--- src/common/thermal_lock_pkg.sv ---
package thermal_lock_pkg;

	// Register pointers seen by the serial engine
	localparam logic [7:0] PTR_CONFIG   = 8'h01;
	localparam logic [7:0] PTR_UPPER    = 8'h02;
	localparam logic [7:0] PTR_LOWER    = 8'h03;
	localparam logic [7:0] PTR_CRITICAL = 8'h04;
	localparam logic [7:0] PTR_TEMP     = 8'h05;

	// Configuration register fields
	localparam int CFG_HYST_LO  = 9;
	localparam int CFG_HYST_HI  = 10;
	localparam int CFG_SHUTDOWN = 8;
	localparam int CFG_CRIT_LCK = 7;
	localparam int CFG_WIN_LCK  = 6;

	// Temperature register fields
	localparam int TEMP_W       = 13;
	localparam int TEMP_CRIT    = 15;
	localparam int TEMP_ABOVE   = 14;
	localparam int TEMP_BELOW   = 13;

	localparam logic [1:0] HYST_RST = 2'h0;
	localparam logic [TEMP_W-1:0] THRESH_RST = 13'h0000;

	// Hysteresis in LSB of 1/16 degree
	localparam logic [TEMP_W:0] HYST_NONE = 14'h0000;
	localparam logic [TEMP_W:0] HYST_1P5  = 14'h0018;
	localparam logic [TEMP_W:0] HYST_3    = 14'h0030;
	localparam logic [TEMP_W:0] HYST_6    = 14'h0060;

	// Conversion period: ten conversions a second
	localparam int CONV_PERIOD_NS = 100_000_000;
	localparam int CLK_PERIOD_NS  = 10;
	localparam int CONV_CYCLES    = CONV_PERIOD_NS / CLK_PERIOD_NS;

	typedef struct packed {
		logic        wr;
		logic        rd;
		logic [7:0]  addr;
		logic [15:0] wdata;
	} reg_req_t;

	typedef struct packed {
		logic crit;
		logic above;
		logic below;
	} alarm_flags_t;

	typedef enum logic [1:0] {
		PH_OFF,
		PH_FIRST,
		PH_SECOND,
		PH_TRACK
	} conv_phase_t;

endpackage

--- src/logic/thermal_shutdown_lock_ctrl.sv ---
`timescale 1ns/10ps
module thermal_shutdown_lock_ctrl #(
	parameter int CONV_CYCLES_P = thermal_lock_pkg::CONV_CYCLES
) (
	input  wire logic                       i_clk,
	input  wire logic                       i_rstn,
	input  wire thermal_lock_pkg::reg_req_t i_req,
	input  wire logic [12:0]                i_adc_temp,
	output logic      [15:0]                o_reg_rdata,
	output logic                            o_reg_rvalid,
	output logic                            o_sensor_en,
	output logic                            o_event_out,
	output logic                            o_event_oe
);
	import thermal_lock_pkg::*;

	function automatic logic [TEMP_W:0] sx(input logic [TEMP_W-1:0] v);
		sx = {v[TEMP_W-1], v};
	endfunction

	function automatic logic [TEMP_W:0] hyst_of(input logic [1:0] sel);
		unique case (sel)
			2'h0: hyst_of = HYST_NONE;
			2'h1: hyst_of = HYST_1P5;
			2'h2: hyst_of = HYST_3;
			2'h3: hyst_of = HYST_6;
		endcase
	endfunction

	// Signed a > b on sign-extended operands
	function automatic logic gt(input logic [TEMP_W:0] a,
		input logic [TEMP_W:0] b);
		gt = $signed(a) > $signed(b);
	endfunction

	// Configuration and threshold state
	logic [1:0]        hyst_sel;
	logic              shutdown;
	logic              crit_lock;
	logic              win_lock;
	logic [TEMP_W-1:0] upper;
	logic [TEMP_W-1:0] lower;
	logic [TEMP_W-1:0] critical;
	logic [1:0]        next_hyst_sel;
	logic              next_shutdown;
	logic              next_crit_lock;
	logic              next_win_lock;
	logic [TEMP_W-1:0] next_upper;
	logic [TEMP_W-1:0] next_lower;
	logic [TEMP_W-1:0] next_critical;
	logic              cfg_wr;

	always_comb begin
		next_hyst_sel  = hyst_sel;
		next_shutdown  = shutdown;
		next_crit_lock = crit_lock;
		next_win_lock  = win_lock;
		next_upper     = upper;
		next_lower     = lower;
		next_critical  = critical;
		cfg_wr = i_req.wr && (i_req.addr == PTR_CONFIG);
		if (cfg_wr) begin
			next_hyst_sel = i_req.wdata[CFG_HYST_HI:CFG_HYST_LO];
			// Locks only ever set; no path back to zero but reset
			next_crit_lock = crit_lock | i_req.wdata[CFG_CRIT_LCK];
			next_win_lock  = win_lock | i_req.wdata[CFG_WIN_LCK];
			if (!i_req.wdata[CFG_SHUTDOWN])
				next_shutdown = 1'b0;
			else if (!crit_lock && !win_lock)
				next_shutdown = 1'b1;
		end
		if (i_req.wr && !win_lock) begin
			if (i_req.addr == PTR_UPPER)
				next_upper = i_req.wdata[TEMP_W-1:0];
			if (i_req.addr == PTR_LOWER)
				next_lower = i_req.wdata[TEMP_W-1:0];
		end
		if (i_req.wr && !crit_lock && i_req.addr == PTR_CRITICAL)
			next_critical = i_req.wdata[TEMP_W-1:0];
	end

	always_ff @(posedge i_clk) begin
		if (!i_rstn) begin
			hyst_sel  <= HYST_RST;
			shutdown  <= 1'b0;
			crit_lock <= 1'b0;
			win_lock  <= 1'b0;
			upper     <= THRESH_RST;
			lower     <= THRESH_RST;
			critical  <= THRESH_RST;
		end else begin
			hyst_sel  <= next_hyst_sel;
			shutdown  <= next_shutdown;
			crit_lock <= next_crit_lock;
			win_lock  <= next_win_lock;
			upper     <= next_upper;
			lower     <= next_lower;
			critical  <= next_critical;
		end
	end

	// Analog result arrives from outside the clock domain. The word is only
	// taken once two synced samples agree, so a code caught mid-change never
	// reaches the comparators; costs two cycles of latency.
	logic [TEMP_W-1:0] adc_meta;
	logic [TEMP_W-1:0] adc_sync;
	logic [TEMP_W-1:0] adc_prev;
	logic [TEMP_W-1:0] adc_word;
	logic [TEMP_W-1:0] next_adc_word;

	always_comb begin
		next_adc_word = adc_word;
		if (adc_sync == adc_prev)
			next_adc_word = adc_sync;
	end

	always_ff @(posedge i_clk) begin
		if (!i_rstn) begin
			adc_meta <= THRESH_RST;
			adc_sync <= THRESH_RST;
			adc_prev <= THRESH_RST;
			adc_word <= THRESH_RST;
		end else begin
			adc_meta <= i_adc_temp;
			adc_sync <= adc_meta;
			adc_prev <= adc_sync;
			adc_word <= next_adc_word;
		end
	end

	// Conversion timebase and alarm tracking
	logic [31:0]       div_cnt;
	logic              conv_tick;
	conv_phase_t       phase;
	logic [TEMP_W-1:0] temp;
	alarm_flags_t      flags;
	logic              event_act;
	logic [31:0]       next_div_cnt;
	logic              next_conv_tick;
	conv_phase_t       next_phase;
	logic [TEMP_W-1:0] next_temp;
	alarm_flags_t      next_flags;
	logic              next_event_act;
	logic [TEMP_W:0]   t_new;
	logic [TEMP_W:0]   hyst;
	logic              falling;

	always_comb begin
		next_div_cnt   = div_cnt;
		next_conv_tick = 1'b0;
		next_phase     = phase;
		next_temp      = temp;
		next_flags     = flags;
		next_event_act = event_act;
		t_new   = sx(adc_word);
		hyst    = hyst_of(hyst_sel);
		falling = gt(sx(temp), t_new);
		if (shutdown) begin
			// Timebase parked so the first sample after exit is a full one
			next_div_cnt   = 32'h0;
			next_phase     = PH_OFF;
			next_event_act = 1'b0;
		end else if (phase == PH_OFF) begin
			next_flags     = '0;
			next_event_act = 1'b0;
			next_phase     = PH_FIRST;
		end else begin
			if (div_cnt == 32'(CONV_CYCLES_P - 1)) begin
				next_div_cnt   = 32'h0;
				next_conv_tick = 1'b1;
			end else begin
				next_div_cnt = div_cnt + 32'h1;
			end
			if (conv_tick) begin
				next_temp = adc_word;
				unique case (phase)
					PH_FIRST: begin
						// Flags were cleared, so only below can use hysteresis
						next_flags.crit  = gt(t_new, sx(critical));
						next_flags.above = gt(t_new, sx(upper));
						next_flags.below = !gt(t_new,
							14'(sx(lower) - hyst));
						next_phase = PH_SECOND;
					end
					default: begin
						if (falling) begin
							next_flags.crit = flags.crit ?
								gt(t_new, 14'(sx(critical) - hyst)) :
								gt(t_new, sx(critical));
							next_flags.above = flags.above ?
								gt(t_new, 14'(sx(upper) - hyst)) :
								gt(t_new, sx(upper));
							next_flags.below = flags.below |
								!gt(t_new, 14'(sx(lower) - hyst));
						end else begin
							next_flags.crit  = gt(t_new, sx(critical));
							next_flags.above = gt(t_new, sx(upper));
							next_flags.below = gt(sx(lower), t_new);
						end
						next_phase = PH_TRACK;
					end
				endcase
			end
			next_event_act = |next_flags;
			if (phase == PH_FIRST && !conv_tick)
				next_event_act = 1'b0;
		end
	end

	always_ff @(posedge i_clk) begin
		if (!i_rstn) begin
			div_cnt   <= 32'h0;
			conv_tick <= 1'b0;
			phase     <= PH_OFF;
			temp      <= THRESH_RST;
			flags     <= '0;
			event_act <= 1'b0;
		end else begin
			div_cnt   <= next_div_cnt;
			conv_tick <= next_conv_tick;
			phase     <= next_phase;
			temp      <= next_temp;
			flags     <= next_flags;
			event_act <= next_event_act;
		end
	end

	// Read port; answers in shutdown too
	logic [15:0] next_rdata;
	logic [15:0] cfg_view;
	logic [15:0] temp_view;

	always_comb begin
		cfg_view = 16'h0000;
		cfg_view[CFG_HYST_HI:CFG_HYST_LO] = hyst_sel;
		cfg_view[CFG_SHUTDOWN] = shutdown;
		cfg_view[CFG_CRIT_LCK] = crit_lock;
		cfg_view[CFG_WIN_LCK]  = win_lock;
		temp_view = {3'h0, temp};
		temp_view[TEMP_CRIT]  = flags.crit;
		temp_view[TEMP_ABOVE] = flags.above;
		temp_view[TEMP_BELOW] = flags.below;
		next_rdata = o_reg_rdata;
		if (i_req.rd) begin
			unique case (i_req.addr)
				PTR_CONFIG:   next_rdata = cfg_view;
				PTR_UPPER:    next_rdata = {3'h0, upper};
				PTR_LOWER:    next_rdata = {3'h0, lower};
				PTR_CRITICAL: next_rdata = {3'h0, critical};
				PTR_TEMP:     next_rdata = temp_view;
				default:      next_rdata = 16'h0000;
			endcase
		end
	end

	always_ff @(posedge i_clk) begin
		if (!i_rstn) begin
			o_reg_rdata  <= 16'h0000;
			o_reg_rvalid <= 1'b0;
			o_sensor_en  <= 1'b0;
			o_event_out  <= 1'b0;
			o_event_oe   <= 1'b0;
		end else begin
			o_reg_rdata  <= next_rdata;
			o_reg_rvalid <= i_req.rd;
			o_sensor_en  <= !next_shutdown;
			o_event_out  <= 1'b0;
			o_event_oe   <= next_event_act;
		end
	end

endmodule

--- config.mk ---
export PLATFORM = sky130hd
export DESIGN_NAME = thermal_shutdown_lock_ctrl
export DESIGN_NICKNAME = d
export VERILOG_FILES = /design/src/common/thermal_lock_pkg.sv /design/src/logic/thermal_shutdown_lock_ctrl.sv
export SDC_FILE = /design/constraint.sdc
export NUM_CORES = 1
export LEC_CHECK = 0
export BUFFER_PORTS_ARGS = -buffer_cell sky130_fd_sc_hd__clkbuf_2
export CELL_PAD_IN_SITES_DETAIL_PLACEMENT = 0
export CELL_PAD_IN_SITES_GLOBAL_PLACEMENT = 1
export CORE_ASPECT_RATIO = 0.9
export CORE_MARGIN = 3
export CORE_UTILIZATION = 35
export CTS_CLUSTER_DIAMETER = 80
export CTS_CLUSTER_SIZE = 16
export DETAILED_ROUTE_END_ITERATION = 10
export PLACE_DENSITY = 0.77
export RECOVER_POWER = 25
export SETUP_SLACK_MARGIN = 0.05
export SLEW_MARGIN = 40
export SYNTH_ARGS = -nofsm -noshare
export SYNTH_HDL_FRONTEND = slang
export SYNTH_SLANG_ARGS = --single-unit
--- constraint.sdc ---
create_clock -name i_clk -period 3.5 [get_ports i_clk]
set_input_delay 0.175 -clock i_clk [delete_from_list [all_inputs] [get_ports i_clk]]
set_output_delay 0.175 -clock i_clk [all_outputs]
set_load 0.05 [all_outputs]
==> summary.txt <==
Outcome
  • Status: complete, but fails checks
  • Violated checks: max-capacitance violations, max-slew violations, negative setup slack

Timing
  • RSZ-0062 raised after global routing: yes
  • Setup violations, final: 2
  • Slew Limit Fails: 131
  • Fin. Hold Viols: 0
  • Fmax: 281.5 MHz
  • Period utilization: 101.5%
  • Final Skew: 0.01663 ns
  • Hold WS: 0.01798 ns
  • Slew HR: -33.65%
  • Minimum clock period: 3.552 ns
  • Slew @ Worst Pin: 2.005 ns
  • Final TNS setup: -0.06072 ns
  • Setup WS post-layout: -0.05205 ns

Final layout
  • Syn-to-layout area delta: 20.82%
  • Share of layout cells above drive strength 1: 16.85%
  • Finished Layout Cells: 1547
  • Layout Nets: 1333
  • Antenna fix cells: 0

Global route
  • Global-route wire length before repair: 43030 µm
  • Vias in the first global route: 7888
  • Global Route Usage Sum: 18.92%
  • Largest net degree at the start of global routing: 131
  • Initial antenna violation count: 0
  • Grt ovf: 0

Floorplan
  • Starting Density: 36.05%
  • Ports: 61
  • Core ar.: 0.02635 mm²
  • Die Span Y: 162.3 µm
  • Die Area: 0.02915 mm²
  • Die Wd: 179.6 µm
  • Num rows: 56

Placement
  • Port Buffers: 56
  • Final HPWL DP: 20570 µm
  • Cells after DPL: 1492
  • Post-Place Worst Slack: -0.1638 ns
  • RD Place Congestion: 0.9454

CTS
  • CTS tree: yes
  • CTS clk-pin slew, worst paths: 0.08 ns
  • TritonCTS Buffers: 17
  • Clock Tree Buf Depth: 2
  • Root buffer selected by CTS: clkbuf_16
  • Htree depth: 4
  • Clock sink total: 166
  • Worst-Skew Late Latency: 0.45 ns

Synthesis
  • Post-synth EDFFs: 0
  • Syn_nets: 1225
  • Syn Std Cell Area: 0.009497 mm²
  • Ys async rst share: 0%
  • Average size of a mapped cell: 8.809 µm²
  • Post-synthesis cell type count: 74
  • Sequential share of the synthesized area: 34.99%
  • Main flop type after synthesis: dfxtp_1
  • FF+latch count, synth: 166
  • Syn Inst Count: 1078
  • Yosys warns: 0

Setup path
  • CP max stage cell: fa_2
  • Largest stage delay, worst path: 0.36 ns
  • Top Family by Delay on Critical Path: compound AO/OA/AOI/OAI gates
  • Crit. End Element: flip-flop
  • Arrival @ worst endpoint: 3.89 ns
  • FF-to-FF setup slack: -0.05 ns
  • CP max FO: 3
  • Required @ worst endpoint: 3.84 ns
  • Critical path class: reg -> reg
  • CP bufs+invs: 4
  • CP Launch Type: flip-flop
  • Ordered list of cells on the worst path: inv_2 > ha_4 > buf_6 > ha_4 > inv_2 > fa_2 > a21o_1 > a21oi_2 > and3_4 > nand3_4 > xnor2_2 > ha_1 > nand4_1 > buf_4 > o41ai_4 > a31oi_1 > nor3_1 > a21oi_1 > o31a_1

Route
  • WL/cell: 17.82 µm
  • First DRT Iteration DRCs: 615
  • First drt pass iteration count: 6
  • Residual DRC count: 0
  • Post-Route WL: 27570 µm
  • ANT nets after route: 0
  • Via count: 8005
  • Vias per cell: 5.175

Power and ir drop
  • Worst VDD drop: 0.3765 mV
  • Leak: 4.673 nW
  • Pwr Density: 365.5 mW/mm²
  • Final Power: 0.004194 W

Flow run
  • Total of max-cap violations: 1

Hold path
  • Worst Hold Class: in -> reg
-- flip-flops by register name, summed over array words and instances, names as in the netlist --
register	count
div_cnt	32
o_reg_rdata	16
adc_meta	13
adc_prev	13
adc_sync	13
adc_word	13
critical	13
lower	13
temp	13
upper	13
flags	3
hyst_sel	2
phase	2
conv_tick	1
crit_lock	1
o_event_oe	1
o_reg_rvalid	1
o_sensor_en	1
shutdown	1
win_lock	1
-- Yosys cell counts, types with 21 or more instances --
master    instances  share of area [%]
dfxtp_1         166                 35
nor2_1           59                2.3
clkbuf_1         31                1.2
a21boi_0         32                2.5
inv_1            67                2.6
ha_1            103                 14
nor2b_1          48                3.2
o21ai_0          32                1.7
mux2i_1          41                4.3
a21oi_1          44                2.3
xor2_1           24                2.2
nand2_1         115                4.5
nand4_1          21                1.4
xnor2_1          38                3.5
nand3_1          30                1.6
and2_1           50                3.3
-- power breakdown --
group / internal, W / switching, W
combinational: 0.000165 / 0.000187
sequential: 0.00192 / 0.0000205
clock: 0.00101 / 0.000893
-- final timing paths --
path | cells after the start | to | start
setup reg to reg | 19 | o_event_oe$_SDFF_PP0_ | hyst_sel[1]$_SDFFE_PN0P_
setup / recovery | 19 | o_event_oe$_SDFF_PP0_ | hyst_sel[1]$_SDFFE_PN0P_
hold reg to reg | 1 | adc_sync[6]$_SDFF_PN0_ | adc_meta[6]$_SDFF_PN0_
hold / removal | 3 | critical[5]$_SDFFE_PN0P_ | i_req[5]
-- worst register-to-register path: stages, from the launching register on --
cell     delay [ns]
dfxtp_2        0.33
inv_2          0.06
ha_4           0.16
buf_6          0.10
ha_4           0.11
inv_2          0.04
fa_2           0.36
a21o_1         0.19
a21oi_2        0.15
and3_4         0.22
nand3_4        0.08
xnor2_2        0.14
ha_1           0.29
nand4_1        0.12
buf_4          0.17
o41ai_4        0.29
a31oi_1        0.07
nor3_1         0.20
a21oi_1        0.08
o31a_1         0.28
-- logic make-up (layout without fill, tap and decap cells) --
family	Yosys count	after routing	synth area share, %
simple gates	398	398	22.20
buf+inv	109	230	4.479
other cells	1	1	0.03949
mux	42	42	4.440
flops	166	166	34.99
xor+xnor	62	62	5.718
compound gates	194	194	13.93
fa+ha+maj	106	106	14.20
-- cells in the final DEF, fill, tap and decap left out, types with 4 or more instances in the layout --
master         instances
a211oi_1               4
a21boi_0              32
a21o_1                15
a21oi_1               39
a21oi_2                4
a222oi_1              13
a31oi_1                9
and2_0                13
and2_1                36
and3_1                 8
buf_4                 57
clkbuf_1               4
clkbuf_16             17
clkbuf_2              53
dfxtp_1              164
dlygate4sd3_1         15
ha_1                  99
inv_1                 64
inv_6                  5
mux2i_1               40
nand2_1              114
nand2b_1              12
nand3_1               28
nand4_1               21
nor2_1                54
nor2_2                 4
nor2b_1               47
nor3_1                10
nor4_1                10
o21ai_0               31
o22ai_1                8
or3_1                  7
xnor2_1               36
xor2_1                24
-- cell type report --
class / count / area (µm²)
multi-input cells: 803 / 5981
clock inverters: 15 / 165.2
clock buffers: 17 / 425.4
well taps: 348 / 435.4
inverters: 67 / 251.5
flip-flops and latches: 166 / 3326
fillers: 2598 / 14870
repair buffers: 131 / 889.6
-- repair_timing --
action	in CTS	in global routing
pin swaps	24	26
setup buffers	3	5
gates cloned	0	0
endpoints found under the setup margin	4	4
endpoints found under the hold margin	15	0
hold buffers	15	0
resized for setup	21	27
-- metrics by stage --
| step | utilization (%) | instance area (µm²) |
|---|---|---|
| after floorplan | - | 9512 |
| after global placement | 39.70 | 10460 |
| after detailed placement | 39.71 | 10460 |
| after CTS | 42.90 | 11300 |
| after global routing | 43.55 | 11470 |
| final | 43.55 | 11470 |
-- per-layer routing --
| layer | track usage, % | vias up | share of wire [%] |
|---|---|---|---|
| li1 | - | 3993 | - |
| met1 | 24.09 | 3745 | 45 |
| met2 | 31.15 | 218 | 46 |
| met3 | 4.501 | 49 | 6.2 |
| met4 | 7.452 | 0 | 3.3 |
| met5 | 0 | - | 0 |
(Power assumes the default switching activity.)
